## config.mk

```make
export PLATFORM = sky130hd
export DESIGN_NAME = api_frame_command_handler
export DESIGN_NICKNAME = d
export VERILOG_FILES = /design/src/hdl/api_frame_pkg.sv /design/src/hdl/api_frame_command_handler.sv
export SDC_FILE = /design/constraint.sdc
export NUM_CORES = 1
export LEC_CHECK = 0
export BUFFER_PORTS_ARGS = -buffer_cell sky130_fd_sc_hd__buf_4
export CORE_ASPECT_RATIO = 0.7
export CORE_UTILIZATION = 50
export CTS_CLUSTER_SIZE = 16
export DETAILED_ROUTE_END_ITERATION = 12
export PLACE_DENSITY = 0.68
export SLEW_MARGIN = 40
export SYNTH_ARGS = -nofsm -noshare
export SYNTH_HDL_FRONTEND = slang
export SYNTH_SLANG_ARGS = --single-unit
export TNS_END_PERCENT = 10
```

## constraint.sdc

```tcl
create_clock -name clock -period 5.1 [get_ports clock]
set_input_delay 1.02 -clock clock [delete_from_list [all_inputs] [get_ports clock]]
set_output_delay 1.02 -clock clock [all_outputs]
set_load 0.01 [all_outputs]
```

## src/hdl/api_frame_pkg.sv

```systemverilog
// Purpose: Shared constants and carriers for the serial API frame handler
// Assumes: Byte streams arrive already deserialised by the UART
// Notes: Parameter name constants are two ASCII characters, high byte first
package api_frame_pkg;
    localparam logic [7:0] START_DELIM = 8'h7E;
    localparam logic [7:0] TYPE_PARAM_NOW = 8'h08;
    localparam logic [7:0] TYPE_PARAM_QUEUED = 8'h09;
    localparam logic [7:0] TYPE_TX_REQ = 8'h10;
    localparam logic [7:0] TYPE_PARAM_RESP = 8'h88;
    localparam logic [7:0] TYPE_MODEM_STATUS = 8'h8A;
    localparam logic [7:0] TYPE_TX_STATUS = 8'h8B;
    localparam logic [7:0] TYPE_RX_PLAIN = 8'h90;
    localparam logic [7:0] TYPE_RX_EXPLICIT = 8'h91;
    localparam logic [7:0] TYPE_REMOTE_RESP = 8'h97;
    localparam logic [7:0] CSUM_GOOD = 8'hFF;
    localparam logic [7:0] ZERO_BYTE = 8'h00;
    localparam logic [15:0] ADDR16_UNKNOWN = 16'hFFFE;
    localparam logic [15:0] NAME_RX_FORMAT = 16'h4150;
    localparam logic [15:0] NAME_APPLY = 16'h4143;
    localparam logic [15:0] NAME_JOIN = 16'h4E4A;
    localparam logic [15:0] NAME_BAUD = 16'h4244;
    localparam logic [7:0] RX_FORMAT_RESET = 8'h00;
    localparam logic [7:0] BAUD_RESET = 8'h03;
    localparam logic [7:0] JOIN_RESET = 8'hFF;
    localparam logic [7:0] RESP_OK = 8'h00;
    localparam logic [7:0] RESP_ERROR = 8'h01;
    localparam logic [7:0] RESP_BAD_PARAM = 8'h03;
    localparam logic [7:0] MODEM_BAD_FRAME = 8'h01;
    localparam logic [2:0] MAX_VALUE_BYTES = 3'd4;
    localparam int RESP_MAX = 8;
    localparam int FIFO_DEPTH = 8;

    typedef struct packed {
        logic [7:0] receive_format_select;
        logic [7:0] baud_select_param;
        logic [7:0] join_permit_param;
    } param_set_s;

    typedef struct packed {
        logic [7:0] frame_id;
        logic [7:0] code;
    } radio_result_s;
endpackage

```

## src/hdl/api_frame_command_handler.sv

```systemverilog
// Purpose: Parses host API frames, runs local parameter commands, emits answers
// Assumes: Byte streams synchronous to clock; radio path sits outside
// Notes: Answer frames pass through a small FIFO toward the UART transmitter
`timescale 1ns/1ps
`default_nettype none

module byte_fifo #(
    parameter int WIDTH = 8,
    parameter int DEPTH = 8
) (
    input wire logic clock,              // System clock
    input wire logic rst_n,              // Async reset, active low
    input wire logic in_valid,           // Write request
    output logic in_ready,               // Room for a word
    input wire logic [WIDTH-1:0] in_data, // Word written
    output logic out_valid,              // Word available
    input wire logic out_ready,          // Reader takes word
    output logic [WIDTH-1:0] out_data    // Oldest word
);
    localparam int AW = $clog2(DEPTH);
    logic [WIDTH-1:0] mem_q [0:DEPTH-1];
    logic [AW-1:0] wr_ptr_q;
    logic [AW-1:0] rd_ptr_q;
    logic [AW:0] count_q;
    logic push;
    logic pop;

    // Wrapping pointers only serve power-of-two depths
    if (WIDTH < 1 || DEPTH < 2 || (1 << AW) != DEPTH)
    begin : g_depth_check
        $error("byte_fifo needs a width of 1 or more and a power-of-two depth of 2 or more");
    end

    assign in_ready = (count_q != DEPTH[AW:0]);
    assign out_valid = (count_q != '0);
    assign push = in_valid && in_ready;
    assign pop = out_valid && out_ready;
    assign out_data = mem_q[rd_ptr_q];

    always_ff @(posedge clock)
    begin
        if (push)
            mem_q[wr_ptr_q] <= in_data;
    end

    always_ff @(posedge clock or negedge rst_n)
    begin
        if (!rst_n)
        begin
            wr_ptr_q <= '0;
            rd_ptr_q <= '0;
            count_q <= '0;
        end
        else
        begin
            if (push)
                wr_ptr_q <= wr_ptr_q + 1'b1;
            if (pop)
                rd_ptr_q <= rd_ptr_q + 1'b1;
            if (push && !pop)
                count_q <= count_q + 1'b1;
            else if (pop && !push)
                count_q <= count_q - 1'b1;
        end
    end
endmodule

module api_frame_command_handler (
    input wire logic clock,                                  // 20 MHz system clock
    input wire logic rst_n,                                  // Async reset, active low
    input wire logic rx_valid,                               // Host byte available
    input wire logic [7:0] rx_data,                          // Host byte
    output logic rx_ready,                                   // Parser takes byte
    output logic tx_valid,                                   // Answer byte available
    output logic [7:0] tx_data,                              // Answer byte
    input wire logic tx_ready,                               // UART takes answer byte
    output logic tx_start,                                   // Pulse: start radio send
    output logic [7:0] tx_start_id,                          // Identifier of that send
    input wire logic result_valid,                           // Radio send finished
    input wire api_frame_pkg::radio_result_s result,         // Its identifier and code
    output logic result_ready,                               // Result taken
    input wire logic radio_rx_valid,                         // Radio payload byte
    input wire logic [7:0] radio_rx_byte,                    // Payload byte value
    output logic radio_rx_ready,                             // Payload taken
    input wire logic remote_valid,                           // Remote command finished
    input wire logic remote_heard,                           // Far end received it
    input wire api_frame_pkg::radio_result_s remote_result,  // Identifier and status
    output logic remote_ready,                               // Remote result taken
    output api_frame_pkg::param_set_s active_params,         // Parameters in effect
    output logic changes_pending,                            // Queued changes exist
    output logic frame_error                                 // Pulse: checksum failed
);
    import api_frame_pkg::*;

    typedef enum logic [2:0] {HUNT, LEN_HI, LEN_LO, BODY, CSUM, EXEC} parse_e;

    parse_e state_q;
    logic [15:0] len_q;
    logic [15:0] body_cnt_q;
    logic [7:0] sum_q;
    logic [7:0] type_q;
    logic [7:0] id_q;
    logic [15:0] name_q;
    logic [31:0] value_q;
    logic [2:0] val_cnt_q;
    logic bad_q;
    param_set_s pending_q;
    param_set_s active_q;
    param_set_s pend_d;
    logic [7:0] resp_q [0:RESP_MAX-1];
    logic [3:0] resp_len_q;
    logic [3:0] emit_idx_q;
    logic [7:0] out_sum_q;
    logic emit_busy_q;
    logic tx_start_q;
    logic [7:0] tx_start_id_q;
    logic frame_error_q;
    logic [7:0] ld_bytes [0:RESP_MAX-1];
    logic [3:0] ld_len;
    logic ld_valid;
    logic rx_take;
    logic exec_fire;
    logic is_param;
    logic is_query;
    logic known;
    logic apply_now;
    logic [7:0] read_val;
    logic [7:0] emit_byte;
    logic fifo_in_ready;
    logic emit_push;
    logic [7:0] next_sum;

    // Body sum including the byte now arriving
    function automatic logic [7:0] add8(input logic [7:0] a, input logic [7:0] b);
        add8 = a + b;
    endfunction

    assign rx_take = rx_valid && rx_ready;
    assign rx_ready = (state_q != EXEC);
    assign next_sum = add8(sum_q, rx_data);
    assign exec_fire = (state_q == EXEC) && !emit_busy_q;
    assign is_param = (type_q == TYPE_PARAM_NOW) || (type_q == TYPE_PARAM_QUEUED);
    assign is_query = (val_cnt_q == 3'd0);
    assign known = (name_q == NAME_RX_FORMAT) || (name_q == NAME_BAUD)
                   || (name_q == NAME_JOIN) || (name_q == NAME_APPLY);
    // apply on immediate type or apply command
    assign apply_now = exec_fire && !bad_q && is_param
                       && ((type_q == TYPE_PARAM_NOW) || (name_q == NAME_APPLY));

    always_ff @(posedge clock or negedge rst_n)
    begin
        if (!rst_n)
        begin
            state_q <= HUNT;
            len_q <= '0;
            body_cnt_q <= '0;
            sum_q <= '0;
            bad_q <= 1'b0;
        end
        else if (state_q == EXEC)
        begin
            if (exec_fire)
                state_q <= HUNT;
        end
        else if (rx_take)
        begin
            unique case (state_q)
                HUNT:
                begin
                    if (rx_data == START_DELIM)
                        state_q <= LEN_HI;
                end
                LEN_HI:
                begin
                    len_q <= {rx_data, 8'h00};
                    state_q <= LEN_LO;
                end
                LEN_LO:
                begin
                    len_q <= {len_q[15:8], rx_data};
                    body_cnt_q <= '0;
                    sum_q <= '0;
                    state_q <= ({len_q[15:8], rx_data} == 16'h0000) ? HUNT : BODY;
                end
                BODY:
                begin
                    sum_q <= next_sum;
                    body_cnt_q <= body_cnt_q + 16'h0001;
                    if (body_cnt_q == len_q - 16'h0001)
                        state_q <= CSUM;
                end
                CSUM:
                begin
                    bad_q <= (next_sum != CSUM_GOOD);
                    state_q <= EXEC;
                end
                EXEC:
                    state_q <= EXEC;
            endcase
        end
    end

    always_ff @(posedge clock or negedge rst_n)
    begin
        if (!rst_n)
        begin
            type_q <= '0;
            id_q <= '0;
            name_q <= '0;
            value_q <= '0;
            val_cnt_q <= '0;
        end
        else if (rx_take && state_q == LEN_LO)
        begin
            value_q <= '0;
            val_cnt_q <= '0;
        end
        else if (rx_take && state_q == BODY)
        begin
            if (body_cnt_q == 16'h0000)
                type_q <= rx_data;
            else if (body_cnt_q == 16'h0001)
                id_q <= rx_data;
            else if (body_cnt_q == 16'h0002)
                name_q <= {rx_data, name_q[7:0]};
            else if (body_cnt_q == 16'h0003)
                name_q <= {name_q[15:8], rx_data};
            else
            begin
                value_q <= {value_q[23:0], rx_data};
                if (val_cnt_q != 3'd7)
                    val_cnt_q <= val_cnt_q + 3'd1;
            end
        end
    end

    // new value lands in pending copy
    always_comb
    begin
        pend_d = pending_q;
        if (!is_query && val_cnt_q <= MAX_VALUE_BYTES)
        begin
            if (name_q == NAME_RX_FORMAT)
                pend_d.receive_format_select = value_q[7:0];
            else if (name_q == NAME_BAUD)
                pend_d.baud_select_param = value_q[7:0];
            else if (name_q == NAME_JOIN)
                pend_d.join_permit_param = value_q[7:0];
        end
    end

    // active set changes only on apply
    always_ff @(posedge clock or negedge rst_n)
    begin
        if (!rst_n)
        begin
            pending_q <= '{RX_FORMAT_RESET, BAUD_RESET, JOIN_RESET};
            active_q <= '{RX_FORMAT_RESET, BAUD_RESET, JOIN_RESET};
        end
        else if (exec_fire && !bad_q && is_param)
        begin
            pending_q <= pend_d;
            if (apply_now)
                active_q <= pend_d;
        end
    end

    always_comb
    begin
        read_val = ZERO_BYTE;
        if (name_q == NAME_RX_FORMAT)
            read_val = pending_q.receive_format_select;
        else if (name_q == NAME_BAUD)
            read_val = pending_q.baud_select_param;
        else if (name_q == NAME_JOIN)
            read_val = pending_q.join_permit_param;
    end

    // Answer assembly; parser execution outranks radio events
    always_comb
    begin
        for (int i = 0; i < RESP_MAX; i++)
            ld_bytes[i] = ZERO_BYTE;
        ld_len = 4'd0;
        ld_valid = 1'b0;
        result_ready = 1'b0;
        radio_rx_ready = 1'b0;
        remote_ready = 1'b0;
        if (exec_fire)
        begin
            if (bad_q)
            begin
                ld_valid = 1'b1;
                ld_len = 4'd2;
                ld_bytes[0] = TYPE_MODEM_STATUS;
                ld_bytes[1] = MODEM_BAD_FRAME;
            end
            else if (is_param && id_q != ZERO_BYTE)
            begin
                ld_valid = 1'b1;
                ld_len = (is_query && name_q != NAME_APPLY) ? 4'd6 : 4'd5;
                ld_bytes[0] = TYPE_PARAM_RESP;
                ld_bytes[1] = id_q;
                ld_bytes[2] = name_q[15:8];
                ld_bytes[3] = name_q[7:0];
                ld_bytes[4] = !known ? RESP_BAD_PARAM
                              : (val_cnt_q > MAX_VALUE_BYTES) ? RESP_ERROR : RESP_OK;
                ld_bytes[5] = read_val;
            end
        end
        else if (state_q != EXEC && !emit_busy_q)
        begin
            if (result_valid)
            begin
                result_ready = 1'b1;
                ld_valid = (result.frame_id != ZERO_BYTE);
                ld_len = 4'd7;
                ld_bytes[0] = TYPE_TX_STATUS;
                ld_bytes[1] = result.frame_id;
                ld_bytes[2] = ADDR16_UNKNOWN[15:8];
                ld_bytes[3] = ADDR16_UNKNOWN[7:0];
                ld_bytes[5] = result.code;
            end
            else if (radio_rx_valid)
            begin
                radio_rx_ready = 1'b1;
                ld_valid = 1'b1;
                ld_len = 4'd2;
                ld_bytes[0] = (active_q.receive_format_select == ZERO_BYTE)
                              ? TYPE_RX_PLAIN : TYPE_RX_EXPLICIT;
                ld_bytes[1] = radio_rx_byte;
            end
            else if (remote_valid)
            begin
                remote_ready = 1'b1;
                ld_valid = remote_heard;
                ld_len = 4'd3;
                ld_bytes[0] = TYPE_REMOTE_RESP;
                ld_bytes[1] = remote_result.frame_id;
                ld_bytes[2] = remote_result.code;
            end
        end
    end

    always_ff @(posedge clock)
    begin
        if (ld_valid)
            for (int i = 0; i < RESP_MAX; i++)
                resp_q[i] <= ld_bytes[i];
    end

    always_comb
    begin
        if (emit_idx_q == 4'd0)
            emit_byte = START_DELIM;
        else if (emit_idx_q == 4'd1)
            emit_byte = ZERO_BYTE;
        else if (emit_idx_q == 4'd2)
            emit_byte = {4'h0, resp_len_q};
        else if (emit_idx_q == resp_len_q + 4'd3)
            emit_byte = CSUM_GOOD - out_sum_q;
        else
            emit_byte = resp_q[3'(emit_idx_q - 4'd3)];
    end

    assign emit_push = emit_busy_q && fifo_in_ready;

    always_ff @(posedge clock or negedge rst_n)
    begin
        if (!rst_n)
        begin
            emit_busy_q <= 1'b0;
            emit_idx_q <= '0;
            resp_len_q <= '0;
            out_sum_q <= '0;
        end
        else if (!emit_busy_q)
        begin
            if (ld_valid)
            begin
                emit_busy_q <= 1'b1;
                emit_idx_q <= '0;
                resp_len_q <= ld_len;
                out_sum_q <= '0;
            end
        end
        else if (emit_push)
        begin
            emit_idx_q <= emit_idx_q + 4'd1;
            if (emit_idx_q >= 4'd3 && emit_idx_q != resp_len_q + 4'd3)
                out_sum_q <= add8(out_sum_q, emit_byte);
            if (emit_idx_q == resp_len_q + 4'd3)
                emit_busy_q <= 1'b0;
        end
    end

    always_ff @(posedge clock or negedge rst_n)
    begin
        if (!rst_n)
        begin
            tx_start_q <= 1'b0;
            tx_start_id_q <= '0;
            frame_error_q <= 1'b0;
        end
        else
        begin
            tx_start_q <= exec_fire && !bad_q && (type_q == TYPE_TX_REQ);
            if (exec_fire && !bad_q && (type_q == TYPE_TX_REQ))
                tx_start_id_q <= id_q;
            frame_error_q <= exec_fire && bad_q;
        end
    end

    byte_fifo #(
        .WIDTH(8),
        .DEPTH(FIFO_DEPTH)
    ) u_fifo (
        .clock(clock),
        .rst_n(rst_n),
        .in_valid(emit_busy_q),
        .in_ready(fifo_in_ready),
        .in_data(emit_byte),
        .out_valid(tx_valid),
        .out_ready(tx_ready),
        .out_data(tx_data)
    );

    assign tx_start = tx_start_q;
    assign tx_start_id = tx_start_id_q;
    assign frame_error = frame_error_q;
    assign active_params = active_q;
    assign changes_pending = (pending_q != active_q);
endmodule

`default_nettype wire

```

==> impl_metrics.ini <==
[logic_synthesis]
synth-xor-area-share_pct = 5.04
synth_compound_area_share_pct = 9.10
synth_mux_area_share_pct = 13.0
ys_ff_latch = 275
synth_top_family_by_area = simple AND/OR/NAND/NOR gates
synthAdderAreaFrac_pct = 3.46
synth_cell_type_count = 80
syn_nets = 1299
ys_warn_count = 0
synthCells = 1206
synth_edf_count = 104
syn_area_per_cell_sq_um = 11.7
synth-simple-area-share_pct = 13.7
synth_flop_cell = dfrtp_1
syn_area_sq_um = 14100
ys_seq_area_share_pct = 52.9
async_flop_share_pct = 62.2

[setup_path]
cp-start-kind = register
cp_slowest_cell = dfrtp_1
cp.arrival_ns = 4.68
path_max_fanout = 19
cp.required_ns = 5.53
worstSetupPathType = reg -> reg
rr_worst_depth = 18
cpPeakStageDelay_ns = 0.39
worstPathCellList = buf_4 > ha_1 > xor2_2 > buf_4 > nor3_1 > a21oi_1 > mux2i_1 > nand2b_1 > a21oi_1 > a211o_1 > ha_1 > a21o_1 > a211oi_1 > nor2_1 > o41ai_1 > xor2_1 > nor2_1 > mux2_1
end_kind = register

[cells_and_area]
antenna_cells = 0
final_nets = 1393
final_cell_count_no_fill = 1685
drive_above_1_share_pct = 22.1
final_core_utilization_pct = 59.7
syn2layout_area_growth_pct = 15.4
fin_area_sq_um = 16200

[grt]
grt_pass1_vias = 9716
grt_pass1_wl_um = 56900
grt_max_degree = 106
grt_overflow = 0
grt_usage_pct = 25.7
antenna_found_initial = 0

[clock_network]
cts_made_buffers = 27
clk_pin_slew_ns = 0.07
cts_resized = 0
clk_latency_ns = 0.57
cts_sinks = 275
hold_buffers = 0
cts_buffer_depth = 3
cts_max_level = 1
cts_tree = built
post_cts_buffers = 0
clockRootBuffer = clkbuf_16

[floorplan]
io_pins = 104
start_util_pct = 51.8
std_cell_rows = 50
core_area_sq_um = 27200
die_area_sq_um = 28800
die_w_um = 202
die_y_um = 142

[detailed_routing]
avgRoutedWirePerCell_um = 21.4
vias_per_cell = 5.98
first_pass_iters = 6
vias = 10100
drt-total-wl_um = 36000
drt_iter0_drc = 859
drtAntennaViolNets = 0
drc = 0

[sta]
layout_setup_ws_ns = 0.856
rsz0062_at_grt = no
slew_violations = 0
skew_ns = 0.0234
setup_violations = 0
hold_ws_ns = 0.302
max_slew_margin_pct = 45.2
fmax_mhz = 236
tightest_slew_ns = 0.816
fin_setup_tns_ns = 0
finalHoldViolations = 0
min_period_over_period_pct = 83.2
fin_crit_ns = 4.24

[placement]
placed_cells = 1634
gp_congestion = 0.886
pre_cts_ws_ns = 0.898
placed_cell_area_sq_um = 15200
place_hpwl_um = 25800
io_buffer_count = 103

[run]
cap_violations = 0

[pwr]
internal_power_mw = 6.26
pwr-share-seq_pct = 38.8
pwr-share-clk_pct = 20.9
power_switching_mw = 3.78
p_leak_nw = 7.12
vdd_drop_max_uv = 286
power_mw = 10.0
switching_share_pct = 37.6
pwr_density_cell_nw_per_um2 = 619
power_frac_comb_pct = 40.3

[min_path]
hold_path.class = in -> async

[run_status]
status = complete, no violations
==> sequential cells by signal, summed over array words and instances, names as in the netlist, 4 cells and up <==
signal	count
u_fifo.mem_q	64
resp_q	40
active_params	24
pending_q	24
body_cnt_q	16
len_q	16
name_q	16
id_q	8
out_sum_q	8
sum_q	8
tx_start_id	8
type_q	8
value_q	8
emit_idx_q	4
u_fifo.count_q	4
==> power by group through the flow <==
stage,clock network (mW),registers (mW),logic [mW]
3_5_place_dp,0,3.91,4.00
3_3_place_gp,0,3.88,3.88
6_report,2.10,3.89,4.05
2_1_floorplan,0,3.58,3.09
5_1_grt,2.21,3.98,4.49
4_1_cts,2.13,3.88,4.02
==> cells in the final DEF (no fill, tap or decap), types with 6 or more instances in the layout <==
master / count
a21o_1: 13
a21oi_1: 33
a222oi_1: 15
and3_1: 9
buf_4: 122
clkbuf_16: 27
clkbuf_8: 6
dfrtp_1: 150
dfstp_2: 20
edfxtp_1: 104
ha_1: 34
inv_1: 34
mux2_1: 42
mux2_2: 43
mux2i_1: 40
mux4_2: 20
nand2_1: 130
nand3_1: 32
nand4_1: 16
nor2_1: 74
nor3_1: 21
nor4_1: 18
o21ai_0: 55
o21ai_1: 28
o22ai_1: 9
or3_1: 6
xnor2_1: 47
xor2_1: 32
==> layout make-up <==
class	instances	area, sq um
Inverter	35	131
Fill cell	2223	10900
Multi-Input combinational cell	835	6270
Tap cell	364	455
Timing Repair Buffer	126	988
Sequential cell	275	7430
Clock inverter	13	164
Clock buffer	37	773
==> cell families (layout without fill, tap and decap cells) <==
kind of cell | count (synthesis) | in the layout
simple gates | 371 | 371
flops | 275 | 275
compound gates | 201 | 201
mux | 146 | 146
buf+inv | 96 | 211
xor+xnor | 80 | 80
fa+ha+maj | 37 | 37
==> synth_stat cells, drive strengths merged (22+ instances only) <==
library cell / instances / area share [%]
dfrtp: 151 / 27
nand2: 131 / 3.5
edfxtp: 104 / 22
mux2: 86 / 6.9
o21ai: 86 / 3.1
nor2: 78 / 2.2
xnor2: 47 / 2.9
mux2i: 40 / 2.8
inv: 35 / 0.93
a21oi: 34 / 1.2
ha: 34 / 3.0
xor2: 33 / 2.1
clkbuf: 32 / 0.85
nand3: 32 / 1.1
buf: 29 / 1.1
nor3: 22 / 0.78
nor4: 22 / 1.1
==> worst max-delay path, delay by kind of cell (launching register included) <==
kind | cells | cell delay (ns)
simple gates | 4 | 0.49
mux | 2 | 0.57
fa+ha+maj | 2 | 0.57
xor+xnor | 2 | 0.30
buf+inv | 2 | 0.42
compound gates | 6 | 1.35
flops | 1 | 0.39
==> path summary, 6_finish.rpt <==
kind | to | slack (ns) | from
setup / recovery | out_sum_q[7] | 0.86 | emit_idx_q[0]
hold / removal | active_params[23] | 0.30 | rst_n
setup reg to reg | out_sum_q[7] | 0.86 | emit_idx_q[0]
hold reg to reg | sum_q[2] | 0.48 | sum_q[2]
max in group asynchronous | pending_q[4] | 3.58 | rst_n
min in group clock | sum_q[2] | 0.48 | sum_q[2]
==> routing by layer <==
layer,GRT usage (%),wire (um)
met2,36.0,14900
met3,5.04,3020
met4,4.35,474
met5,0,0
met1,41.1,17700
(Power assumes the default switching activity.)
